===== config.mk =====
export PLATFORM = sky130hd
export DESIGN_NAME = pcicmd_ctrl
export DESIGN_NICKNAME = d
export VERILOG_FILES = /design/src/hdl/pcicmd_pkg.sv /design/src/hdl/pcicmd_ctrl.sv
export SDC_FILE = /design/constraint.sdc
export NUM_CORES = 1
export LEC_CHECK = 0
export ABC_AREA = 0
export BUFFER_PORTS_ARGS = -buffer_cell sky130_fd_sc_hd__buf_2
export CAP_MARGIN = 20
export CORE_MARGIN = 2
export CORE_UTILIZATION = 40
export DETAILED_ROUTE_END_ITERATION = 10
export GPL_TIMING_DRIVEN = 0
export PLACE_DENSITY = 0.81
export REMOVE_ABC_BUFFERS = 1
export SETUP_SLACK_MARGIN = 0.5
export SYNTH_ARGS = -nofsm -noshare
export SYNTH_HDL_FRONTEND = slang
export SYNTH_SLANG_ARGS = --single-unit

===== constraint.sdc =====
create_clock -name mclk -period 1.6 [get_ports mclk]
set_input_delay 0.08 -clock mclk [delete_from_list [all_inputs] [get_ports mclk]]
set_output_delay 0.08 -clock mclk [all_outputs]
set_load 0.02 [all_outputs]

===== src/hdl/pcicmd_pkg.sv =====
// package for the pci transaction control register block
// assumes a single clock domain and configuration cycles decoded upstream
package pcicmd_pkg;

  // ----------------------------------------------------------------
  // register map
  // ----------------------------------------------------------------
  localparam logic [7:0]  PCICMD_OFS_CTRL   = 8'h04;
  localparam logic [15:0] PCICMD_CTRL_RESET = 16'h0000;
  // writable bits: 8, 6, 4, 2, 1, 0; all others read zero
  localparam logic [15:0] PCICMD_CTRL_WMASK = 16'h0157;

  // ----------------------------------------------------------------
  // field positions
  // ----------------------------------------------------------------
  localparam int PCICMD_B_IO   = 0;
  localparam int PCICMD_B_MEM  = 1;
  localparam int PCICMD_B_MST  = 2;
  localparam int PCICMD_B_MWI  = 4;
  localparam int PCICMD_B_PAR  = 6;
  localparam int PCICMD_B_SERR = 8;

  // ----------------------------------------------------------------
  // pci command codes for master writes
  // ----------------------------------------------------------------
  localparam logic [3:0] PCICMD_MEM_WRITE     = 4'h7;
  localparam logic [3:0] PCICMD_MEM_WRITE_INV = 4'hf;

  // configuration access carried as one bundle
  typedef struct packed {
    logic        valid;
    logic        write;
    logic [7:0]  offset;
    logic [1:0]  byte_en;
    logic [15:0] wdata;
  } pcicmd_cfg_t;

  // transaction kinds seen by the target decoder
  typedef enum logic [1:0] {
    PCICMD_TK_CFG = 2'b00,
    PCICMD_TK_MEM = 2'b01,
    PCICMD_TK_IO  = 2'b10,
    PCICMD_TK_ROM = 2'b11
  } pcicmd_kind_t;

endpackage : pcicmd_pkg


===== src/hdl/pcicmd_ctrl.sv =====
// pci transaction control register and the enables it drives
// assumes config cycles arrive pre-decoded and synchronous to mclk;
// nrst is the bus reset pin, asynchronous and active low
`timescale 1ns/100ps

module pcicmd_ctrl
  import pcicmd_pkg::*;
(
  input  wire logic         mclk,
  input  wire logic         nrst,
  input  wire pcicmd_cfg_t  cfg_req,
  output logic              cfg_ack,
  output logic [15:0]       cfg_rdata,
  input  wire logic         tgt_valid,
  input  wire pcicmd_kind_t tgt_kind,
  output logic              tgt_claim,
  input  wire logic         mst_want,
  input  wire logic         mst_mwi_ok,
  output logic              mst_req,
  output logic [3:0]        mst_wr_cmd,
  input  wire logic         addr_par_err,
  input  wire logic         data_par_err,
  input  wire logic         data_is_mst_read,
  input  wire logic         data_is_tgt_write,
  input  wire logic         data_is_special,
  output logic              serr_out,
  input  wire logic         detected_parity_error_flag,
  input  wire logic         reported_data_parity_flag,
  input  wire logic         other_irq,
  input  wire logic         irq_enable,
  output logic              perr_out,
  output logic              interrupt_request_line
);

  // ----------------------------------------------------------------
  // control register
  // ----------------------------------------------------------------
  logic [15:0] ctrl_q;
  logic [15:0] ctrl_d;
  logic        cfg_hit;
  logic [15:0] lane_mask;

  // decode is free of any state so access is always possible
  assign cfg_hit   = cfg_req.valid
                     && (cfg_req.offset == PCICMD_OFS_CTRL);
  assign lane_mask = {{8{cfg_req.byte_en[1]}}, {8{cfg_req.byte_en[0]}}};
  // only implemented bits take data; the rest stay zero
  assign ctrl_d    = (cfg_hit && cfg_req.write)
                     ? ((cfg_req.wdata & lane_mask & PCICMD_CTRL_WMASK)
                        | (ctrl_q & ~lane_mask))
                     : ctrl_q;

  logic        mem_en;
  logic        io_en;
  logic        mst_en;
  logic        mwi_en;
  logic        par_en;
  logic        serr_en;
  assign mem_en  = ctrl_q[PCICMD_B_MEM];
  assign io_en   = ctrl_q[PCICMD_B_IO];
  assign mst_en  = ctrl_q[PCICMD_B_MST];
  assign mwi_en  = ctrl_q[PCICMD_B_MWI];
  assign par_en  = ctrl_q[PCICMD_B_PAR];
  assign serr_en = ctrl_q[PCICMD_B_SERR];

  // ----------------------------------------------------------------
  // next values of the outputs
  // ----------------------------------------------------------------
  logic        claim_d;
  logic        mreq_d;
  logic [3:0]  wcmd_d;
  logic        serr_d;
  logic        perr_d;
  logic        irq_d;
  logic [15:0] rdata_d;

  // reads show the masked register, high bits forced to zero
  assign rdata_d = (cfg_hit && !cfg_req.write)
                   ? (ctrl_q & PCICMD_CTRL_WMASK) : 16'h0000;
  assign claim_d = tgt_valid
                   && ((tgt_kind == PCICMD_TK_CFG)
                       || ((tgt_kind == PCICMD_TK_MEM) && mem_en)
                       || ((tgt_kind == PCICMD_TK_ROM) && mem_en)
                       || ((tgt_kind == PCICMD_TK_IO) && io_en));
  assign mreq_d  = mst_want && mst_en;
  assign wcmd_d  = (mwi_en && mst_mwi_ok)
                   ? PCICMD_MEM_WRITE_INV : PCICMD_MEM_WRITE;
  // serr has no master-side term at all
  assign serr_d  = addr_par_err && serr_en && par_en;
  assign perr_d  = data_par_err && par_en && !data_is_special
                   && (data_is_tgt_write || data_is_mst_read);
  assign irq_d   = irq_enable
                   && (other_irq
                       || (par_en
                           && (detected_parity_error_flag
                               || reported_data_parity_flag)));

  // ----------------------------------------------------------------
  // registers: everything clears on bus reset except mst_wr_cmd, which loads the plain write code
  // ----------------------------------------------------------------

  // control register; reset leaves every enable off
  always_ff @(posedge mclk or negedge nrst)
  begin
    if (!nrst)
    begin
      ctrl_q <= PCICMD_CTRL_RESET;
    end
    else
    begin
      ctrl_q <= ctrl_d;
    end
  end

  // acknowledge one cycle after any hit, whatever the state
  always_ff @(posedge mclk or negedge nrst)
  begin
    if (!nrst)
    begin
      cfg_ack <= 1'b0;
    end
    else
    begin
      cfg_ack <= cfg_hit;
    end
  end

  // read data stands one cycle, zero otherwise to ease muxing
  always_ff @(posedge mclk or negedge nrst)
  begin
    if (!nrst)
    begin
      cfg_rdata <= '0;
    end
    else
    begin
      cfg_rdata <= rdata_d;
    end
  end

  // target claim; decode uses the value before a same-cycle write
  always_ff @(posedge mclk or negedge nrst)
  begin
    if (!nrst)
    begin
      tgt_claim <= 1'b0;
    end
    else
    begin
      tgt_claim <= claim_d;
    end
  end

  // bus request, gated by the master enable
  always_ff @(posedge mclk or negedge nrst)
  begin
    if (!nrst)
    begin
      mst_req <= 1'b0;
    end
    else
    begin
      mst_req <= mreq_d;
    end
  end

  // write command; plain write is the safe choice out of reset
  always_ff @(posedge mclk or negedge nrst)
  begin
    if (!nrst)
    begin
      mst_wr_cmd <= PCICMD_MEM_WRITE;
    end
    else
    begin
      mst_wr_cmd <= wcmd_d;
    end
  end

  // system error request; the pin driver sits outside
  always_ff @(posedge mclk or negedge nrst)
  begin
    if (!nrst)
    begin
      serr_out <= 1'b0;
    end
    else
    begin
      serr_out <= serr_d;
    end
  end

  // data parity error request
  always_ff @(posedge mclk or negedge nrst)
  begin
    if (!nrst)
    begin
      perr_out <= 1'b0;
    end
    else
    begin
      perr_out <= perr_d;
    end
  end

  // interrupt line, registered so it cannot glitch
  always_ff @(posedge mclk or negedge nrst)
  begin
    if (!nrst)
    begin
      interrupt_request_line <= 1'b0;
    end
    else
    begin
      interrupt_request_line <= irq_d;
    end
  end

endmodule // pcicmd_ctrl


==> flow_summary.yaml, run 1 <==
finish:
  instances_no_fill: 149
  area_delta_synth_final_pct: 43.9
  diodes: 0
  fin_util: 0.606
  drive_above_1_share: 0.508
  final_cell_mix: "45 x buf_2, 19 x dfrtp_1, 13 x conb_1, 8 x and2_1, 6 x dlygate4sd3_1"
  layout_commonest_cell: "buf_2"
  final_nets: 167
sta:
  layout_setup_ws_ns: 0.373
  worst_clock_skew_ns: 0.00654
  post-route-period-util: 0.767
  fmax_mhz: 815
  grt_setup_unrepaired: "yes"
  final-setup-viol-count: 0
  period_minus_slack_ns: 1.23
  drv_slew: 0
  tns_ns: 0
  hold_viol: 0
drt:
  wirelength_um: 1690
  avgRoutedWirePerCell_um: 11.3
  vias: 653
  drt_first_iter_violations: 8
  postRouteAntennaNets: 0
  drc: 0
  viasPerCell: 4.38
  dr.pass1.iters: 4
run_status:
  status: "finished, final reports clean"
synth:
  yosysWarnings: 0
  syn-cell-area_um2: 826
  synth.yosys.seq_area_share: 0.576
  synth_seq_cells: 19
  synth_cell_type_count: 18
  yosys.area.top_type: "dfrtp_1"
  synth_top_area_share: 0.576
  ys_top_cells_by_area: "dfrtp_1 58%, buf_4 12%, mux2_2 8.2%"
  postSynthAreaPerCell_um2: 12.3
  netlist_instances: 67
die:
  dieArea_um2: 2440
  die_h_um: 49.4
  core_area_um2: 1960
  rows: 16
  io_pins: 70
  die_x_um: 49.4
  floorplan.initialDensity: 0.421
setup_path:
  path_class: "in -> reg"
  cp-start-kind: "primary input"
  crit_path_max_fanout: 5
  critical_path_required_ns: 1.77
  reg2reg_depth: 1
  cp-end-kind: "register"
  cp.arrival_ns: 1.39
power_and_ir_drop:
  p_leak_uw: 0.000673
  irDropWorstVdd_mv: 0.248
  p_per_area_nw_per_um2: 698
placement:
  dpl.hpwl_um: 1210
  place_ws_ns: -0.165
  dp_cells: 138
  io_buffers: 46
  place_congestion: 0.584
clock_network:
  cts_htree_levels: 1
  root_buffer: "clkbuf_4"
  clk_pin_slew_ns: 0.10
  clkLatencyLatePin_ns: 0.28
  clk_path_buf_depth: 2
  cts_tree: "done"
  cts_buffers: 3
  numClockSinks: 19
global_routing:
  grt.total_usage: 0.145
  grt_max_degree: 20
  overflow: 0
  antenna_found_initial: 0
  grt_pass1_wl_um: 2640
  first_global_vias: 663
worst_hold_path:
  hold_depth: 2
  hold_class: "in -> reg"
job:
  drv_cap: 0
[path summary, 6_finish.rpt]
path	slack, ns	start	to
max in group asynchronous	1.06	nrst	cfg_ack
setup / recovery	0.37	cfg_req[21]	register
setup reg to reg	0.78	register	register
hold / removal	0.02	cfg_req[1]	register
min in group asynchronous	0.25	nrst	cfg_rdata[2]
hold reg to reg	0.50	register	cfg_rdata[8]
[routing by layer]
metal,vias up,part of all wire,GRT usage
li1,306,-,-
met1,301,0.38,0.154
met2,44,0.51,0.266
met3,2,0.11,0.0460
met4,0,0.0036,0.0556
met5,-,0,0
[final cells by class]
| type | instances | area [µm²] |
|---|---|---|
| fillers | 176 | 773 |
| flip-flops and latches | 19 | 475 |
| multi-input cells | 44 | 338 |
| repair buffers | 53 | 308 |
| well taps | 27 | 33.8 |
| clock buffers | 4 | 26.3 |
| inverters | 2 | 7.51 |
[cell families (layout without fill, tap and decap cells)]
group,after synthesis,in the layout,share of synthesized area
buffers and inverters,15,59,0.127
DFF,19,19,0.576
muxes,6,6,0.0818
AOI/OAI and AO/OA,4,4,0.0318
and+or+nand+nor,21,21,0.174
other,2,13,0.00909
[critical path, stage by stage]
cell,delay (ns)
buf_6,0.09
or4b_4,0.59
nor4_4,0.16
buf_6,0.17
mux2_4,0.30
[power by group]
part | total (µW) | switching (µW) | internal [µW]
registers | 487 | 2.24 | 485
logic | 120 | 68.6 | 51.9
clock network | 222 | 126 | 96.6
total | 830 | 196 | 634
[timing repair]
| item | 4_1_cts | 5_1_grt |
|---|---|---|
| setup buffers | 1 | 0 |
| setup endpoints to repair | 12 | 8 |
| hold buffers | 5 | 1 |
| endpoints found under the hold margin | 23 | 1 |
| resized for setup | 12 | 0 |
| pin swaps | 2 | 0 |
| gates cloned | 0 | 0 |
[synthesized netlist by cell type]
cell type and n:
a31oi_1 1, and2_1 8, and3_1 1, buf_4 13
conb_1 2, dfrtp_1 19, inv_1 2, mux2_2 6
nand2_1 3, nor2_1 1, nor3_1 2, nor4_1 2
nor4_4 1, o21a_1 2, o21ai_0 1, or2_2 1
or3b_2 1, or4b_4 1
[stage by stage]
step | hold WS [ns] | cell area (µm²) | power (µW)
6_report | 0.0247 | 1190 | 830
5_1_grt | 0.00267 | 1190 | 878
4_1_cts | 0.00635 | 1180 | 839
3_5_place_dp | 0.0287 | 1030 | 595
3_3_place_gp | 0.0249 | 1030 | 592
2_1_floorplan | -0.216 | 769 | 543
Power figures use the tool's default switching activity.
==> inputs of run 2 (changes only) <==
Settings changed: ABC_AREA 0 to 1, CORE_UTILIZATION 40 to 39, PLACE_DENSITY 0.81 to 0.76.
Clock period 1.6 ns to 1.13 ns, I/O delays scaled along.
==> run 2 against run 1 <==
The flow now finishes with violations (negative hold slack). Wire length rose by 26%. Die area up 17%. Global-route usage up 1.4 points. Setup slack got worse by 0.11 ns. Non-clock buffer count increased by 3. Sequential cell count unchanged. Register-to-register slack got worse by 0.45 ns. Via count up 32%. Final cell count is 33% higher. Utilization is 4.0 points higher. Largest cell class unchanged. Highest routed layer unchanged.
==> flow_summary.yaml, run 2 <==
run_status:
  status: "finished with violations"
  failed_checks: "negative hold slack"
synth:
  ys_top_cells_by_area: "dfrtp_1 50%, buf_4 10%, nand2_1 8.6%"
  synth.yosys.seq_area_share: 0.497
  synth_ff_type: "dfrtp_1"
  synth_cell_type_count: 18
  synth_edf_count: 0
  syn-cell-area_um2: 957
  synth_common_cells: "22 x nand2_1, 19 x dfrtp_1, 19 x inv_1"
  yosys.area.top_type: "dfrtp_1"
  synth_seq_cells: 19
  async_flop_share: 1.00
  postSynthAreaPerCell_um2: 8.47
  netlist_instances: 113
  yosysMostFrequentCell: "nand2_1"
  yosysWarnings: 0
  synth_top_area_share: 0.497
placement:
  dpl.hpwl_um: 1490
  place_congestion: 0.714
  dpl_cell_area_um2: 1160
  io_buffers: 46
drt:
  drc: 0
  viasPerCell: 4.35
  avgRoutedWirePerCell_um: 10.8
  postRouteAntennaNets: 0
  vias: 862
  drt_first_iter_violations: 5
  wirelength_um: 2140
  dr.pass1.iters: 2
power_and_ir_drop:
  irDropWorstVdd_mv: 0.449
  p_leak_uw: 0.000817
  p_per_area_nw_per_um2: 844
sta:
  tns_ns: 0
  hold_viol: 3
  fmax_mhz: 1150
  period_minus_slack_ns: 0.870
  holdWs_ns: -0.0755
  final-setup-viol-count: 0
  post-route-period-util: 0.770
  grt_setup_unrepaired: "yes"
  worst_clock_skew_ns: 0.00220
  drv_slew: 0
setup_path:
  cp.arrival_ns: 0.81
  critical_path_required_ns: 1.07
  crit_slowest_cell: "dfrtp_1"
  cpPeakStageDelay_ns: 0.40
  path_delay_family: "flip-flops"
  cp_cell_sequence: "buf_6"
  cp-end-kind: "output pin"
  crit_buf_inv: 1
  cp-start-kind: "register"
  path_class: "reg -> out"
  crit_path_max_fanout: 1
global_routing:
  grt_max_degree: 20
  overflow: 0
  first_global_vias: 841
  grt.total_usage: 0.159
  antenna_found_initial: 0
  grt_pass1_wl_um: 3280
clock_network:
  clk_path_buf_depth: 2
  cts_hold_buffers: 5
  cts_htree_levels: 1
  clkLatencyLatePin_ns: 0.28
  cts_buffers: 3
  clk_pin_slew_ns: 0.10
  cts_tree: "done"
  numClockSinks: 19
  root_buffer: "clkbuf_4"
die:
  die_x_um: 53.5
  floorplan.initialDensity: 0.421
  die_h_um: 53.5
  core_area_um2: 2280
  dieArea_um2: 2870
  rows: 17
  io_pins: 70
finish:
  drive_above_1_share: 0.459
  final_cell_mix: "27 x buf_2, 20 x buf_6, 19 x dfrtp_1, 17 x nand2_1"
  area_delta_synth_final_pct: 53.6
  fill_cells: 191
  layout_commonest_cell: "buf_2"
  diodes: 0
  fin_area_um2: 1470
  final_nets: 215
worst_hold_path:
  hold_class: "in -> reg"
job:
  drv_cap: 0
run 2: changes by cell type after synthesis, sizes merged, moves of 2 or more:
cell and change:
and2 -8, inv +17, mux2 -6, nand2 +21, nand3 +2, nand4 +7
nor2 +20, nor4 -3
run 2: power breakdown:
| part | internal, µW | switching, µW |
|---|---|---|
| Combinational | 97.1 | 132 |
| Sequential | 687 | 4.76 |
| Clock | 137 | 183 |
| Total | 921 | 320 |
run 2: cells by family after synthesis:
| kind of cell | count (synthesis) | share of synthesized area |
|---|---|---|
| buffers and inverters | 33 | 0.182 |
| flip-flops | 19 | 0.497 |
| other | 2 | 0.00785 |
| AO/OA/AOI/OAI | 4 | 0.0248 |
| AND/OR/NAND/NOR | 55 | 0.289 |
run 2: stage by stage:
step | cells | util | setup WS, ns | total power [µW] | hold slack, ns
finish | 198 | 0.646 | 0.260 | 1240 | -0.0755
detailed placement | 184 | 0.510 | 0.0955 | 876 | 0.0118
floorplan | 110 | - | 0.367 | 783 | -0.239
CTS | 195 | 0.623 | 0.258 | 1250 | -0.0822
global route | 198 | 0.646 | 0.219 | 1310 | -0.0970
global placement | 184 | 0.510 | 0.179 | 870 | 0.00948
run 2: worst reg2reg max path, stage by stage (launching register included):
cell     delay (ns)
dfrtp_1        0.41
inv_2          0.09
nor2_1         0.04
o21a_1         0.16
run 2: path summary, 6_finish.rpt:
check | startpoint | to | slack (ns) | cells after the start
max | cfg_ack | cfg_ack | 0.26 | 1
min | data_is_special | perr_out | -0.08 | 2
max reg2reg | register | interrupt_request_line | 0.33 | 3
min reg2reg | register | register | 0.51 | 2
max in group asynchronous | nrst | cfg_rdata[8] | 0.62 | 2
min in group asynchronous | nrst | perr_out | 0.22 | 2
run 2: metal layers:
layer / vias to the layer above / routed length [µm] / track usage
li1: 430 / - / -
met1: 383 / 718 / 0.143
met2: 47 / 1220 / 0.354
met3: 2 / 188 / 0.0222
met4: 0 / 8 / 0.0385
met5: - / 0 / 0
run 2: repair_timing:
| action | in CTS | in global routing |
|---|---|---|
| gates resized for setup | 48 | 13 |
| hold endpoints to repair | 25 | 3 |
| pin swaps | 13 | 14 |
| setup buffers | 2 | 3 |
| setup endpoints to repair | 23 | 30 |
run 2: area by class of cell:
| cell class | instances | area, µm² | share of cell area |
|---|---|---|---|
| Clock buffer | 4 | 26.3 | 0.0179 |
| Inverter | 19 | 73.8 | 0.0502 |
| Multi-Input combinational cell | 72 | 412 | 0.280 |
| Sequential cell | 19 | 475 | 0.323 |
| Tap cell | 28 | 35.0 | 0.0238 |
| Timing Repair Buffer | 56 | 448 | 0.305 |
==> inputs of run 3 (changes only) <==
Settings changed: CORE_UTILIZATION 39 to 36, PLACE_DENSITY 0.76 to 0.73.
Clock period 1.13 ns to 0.8 ns, I/O delays scaled along.
==> run 3 against run 2 <==
Global-route usage is 2.0 points lower. Final cell count stayed put. Count of clock-buffer cells in the layout is 1 lower. The run ends with negative hold slack, negative setup slack left. Critical path type unchanged. Via count is 0.35% higher. Setup slack worse by 0.33 ns. Clock skew is 0.0041 ns higher.
==> flow_summary.yaml, run 3 (synthesis gave the netlist of run 2 again) <==
run_status:
  status: "finished with violations"
  failed_checks: "negative hold slack, negative setup slack"
setup_path:
  path_delay_family: "flip-flops"
  cp-start-kind: "register"
  path_class: "reg -> out"
  crit_slowest_cell: "dfrtp_1"
  cp_cell_sequence: "buf_6"
  crit_buf_inv: 1
  crit_path_max_fanout: 1
  critical_path_required_ns: 0.76
  cpPeakStageDelay_ns: 0.40
  cp-end-kind: "output pin"
  cp.arrival_ns: 0.83
drt:
  viasPerCell: 4.37
  drc: 0
  dr.pass1.iters: 3
  postRouteAntennaNets: 0
  vias: 865
  avgRoutedWirePerCell_um: 10.5
  drt_first_iter_violations: 9
  wirelength_um: 2080
finish:
  fill_cells: 217
  drive_above_1_share: 0.482
  diodes: 0
  final_nets: 213
  fin_util: 0.601
  area_delta_synth_final_pct: 57.0
  instances_no_fill: 198
  final_cell_mix: "25 x buf_2, 25 x buf_6, 20 x nand2_1, 19 x dfrtp_1"
clock_network:
  clk_pin_slew_ns: 0.11
  clk_path_buf_depth: 2
  numClockSinks: 19
  cts_buffers: 3
  cts_tree: "done"
  cts_htree_levels: 1
  root_buffer: "clkbuf_4"
  clkLatencyLatePin_ns: 0.30
power_and_ir_drop:
  p_seq_frac: 0.547
  power.switching_uw: 490
  combinationalPowerShare: 0.186
  intPower_uw: 1300
  swShare: 0.275
  p_clk_frac: 0.267
  p_leak_uw: 0.000830
  power_uw: 1790
  p_per_area_nw_per_um2: 1190
  irDropWorstVdd_mv: 1.11
placement:
  dp_cells: 186
  place_congestion: 0.748
  dpl.hpwl_um: 1510
  io_buffers: 46
sta:
  hold_viol: 29
  layout_setup_ws_ns: -0.0682
  grt_setup_unrepaired: "yes"
  post-route-period-util: 1.09
  holdWs_ns: -0.349
  worst_clock_skew_ns: 0.00626
  period_minus_slack_ns: 0.868
  final-setup-viol-count: 16
  drv_slew: 0
  fmax_mhz: 1150
die:
  die_h_um: 55.6
  die_x_um: 55.6
  core_area_um2: 2500
  io_pins: 70
  floorplan.initialDensity: 0.383
  dieArea_um2: 3090
  rows: 18
global_routing:
  grt_max_degree: 20
  grt.total_usage: 0.139
  first_global_vias: 827
  overflow: 0
  grt_pass1_wl_um: 3420
  antenna_found_initial: 0
worst_hold_path:
  hold_class: "in -> async"
job:
  drv_cap: 0
==> run 3: cell count changes in the layout (fill, tap and decap cells not counted), sizes merged <==
cell,change
dlygate4sd3,-5
buf,+3
clkbuf,-1
clkinv,+1
==> run 3: layout make-up <==
cell class	instances	area [µm²]	share of cell area
well taps	30	37.5	0.0250
multi-input cells	72	429	0.286
clock buffers	3	22.5	0.0150
inverters	19	76.3	0.0508
flip-flops and latches	19	475	0.316
clock inverters	1	5.00	0.00333
repair buffers	54	457	0.304
==> run 3: path summary, 6_finish.rpt <==
path                                       from                     end  slack, ns  cells past startpoint
worst max-delay path               cfg_rdata[8]            cfg_rdata[8]      -0.07                      1
worst min-delay path                       nrst               async pin      -0.35                      1
worst max register to register         register  interrupt_request_line      -0.03                      3
worst min register to register         register           mst_wr_cmd[3]       0.50                      2
max in group asynchronous                  nrst               async pin       0.86                      1
min in group mclk               data_is_special                perr_out      -0.10                      2
==> run 3: through the flow <==
stage               hold WS (ns)  setup slack [ns]  area [µm²]  setup TNS [ns]
detailed placement      -0.00446            -0.197        1160           -1.55
CTS                       -0.340           -0.0748        1420          -0.847
global placement        -0.00842            -0.155        1160           -1.15
floorplan                 -0.256            0.0452         896               0
finish                    -0.349           -0.0682        1500          -0.780
global route              -0.339            -0.124        1500           -1.44
==> run 3: per-layer routing <==
metal  GRT usage  vias to the layer above  share of wire
li1            -                      425              -
met1       0.155                      387           0.35
met2       0.255                       50           0.53
met3      0.0328                        3           0.10
met4      0.0523                        0          0.016
met5           0                        -              0
==> run 3: timing repair <==
item / in CTS / in global routing
setup buffers: 5 / 3
setup endpoints to repair: 32 / 32
resized for setup: 52 / 18
pin swaps: 21 / 9
endpoints found under the hold margin: 31 / 29
==> run 3: power by group through the flow <==
stage	registers (µW)	logic [µW]	clock network (µW)
after global placement	993	238	0
after floorplan	1000	104	0
final	977	331	477
after CTS	977	300	494
after detailed placement	994	245	0
after global routing	979	360	547
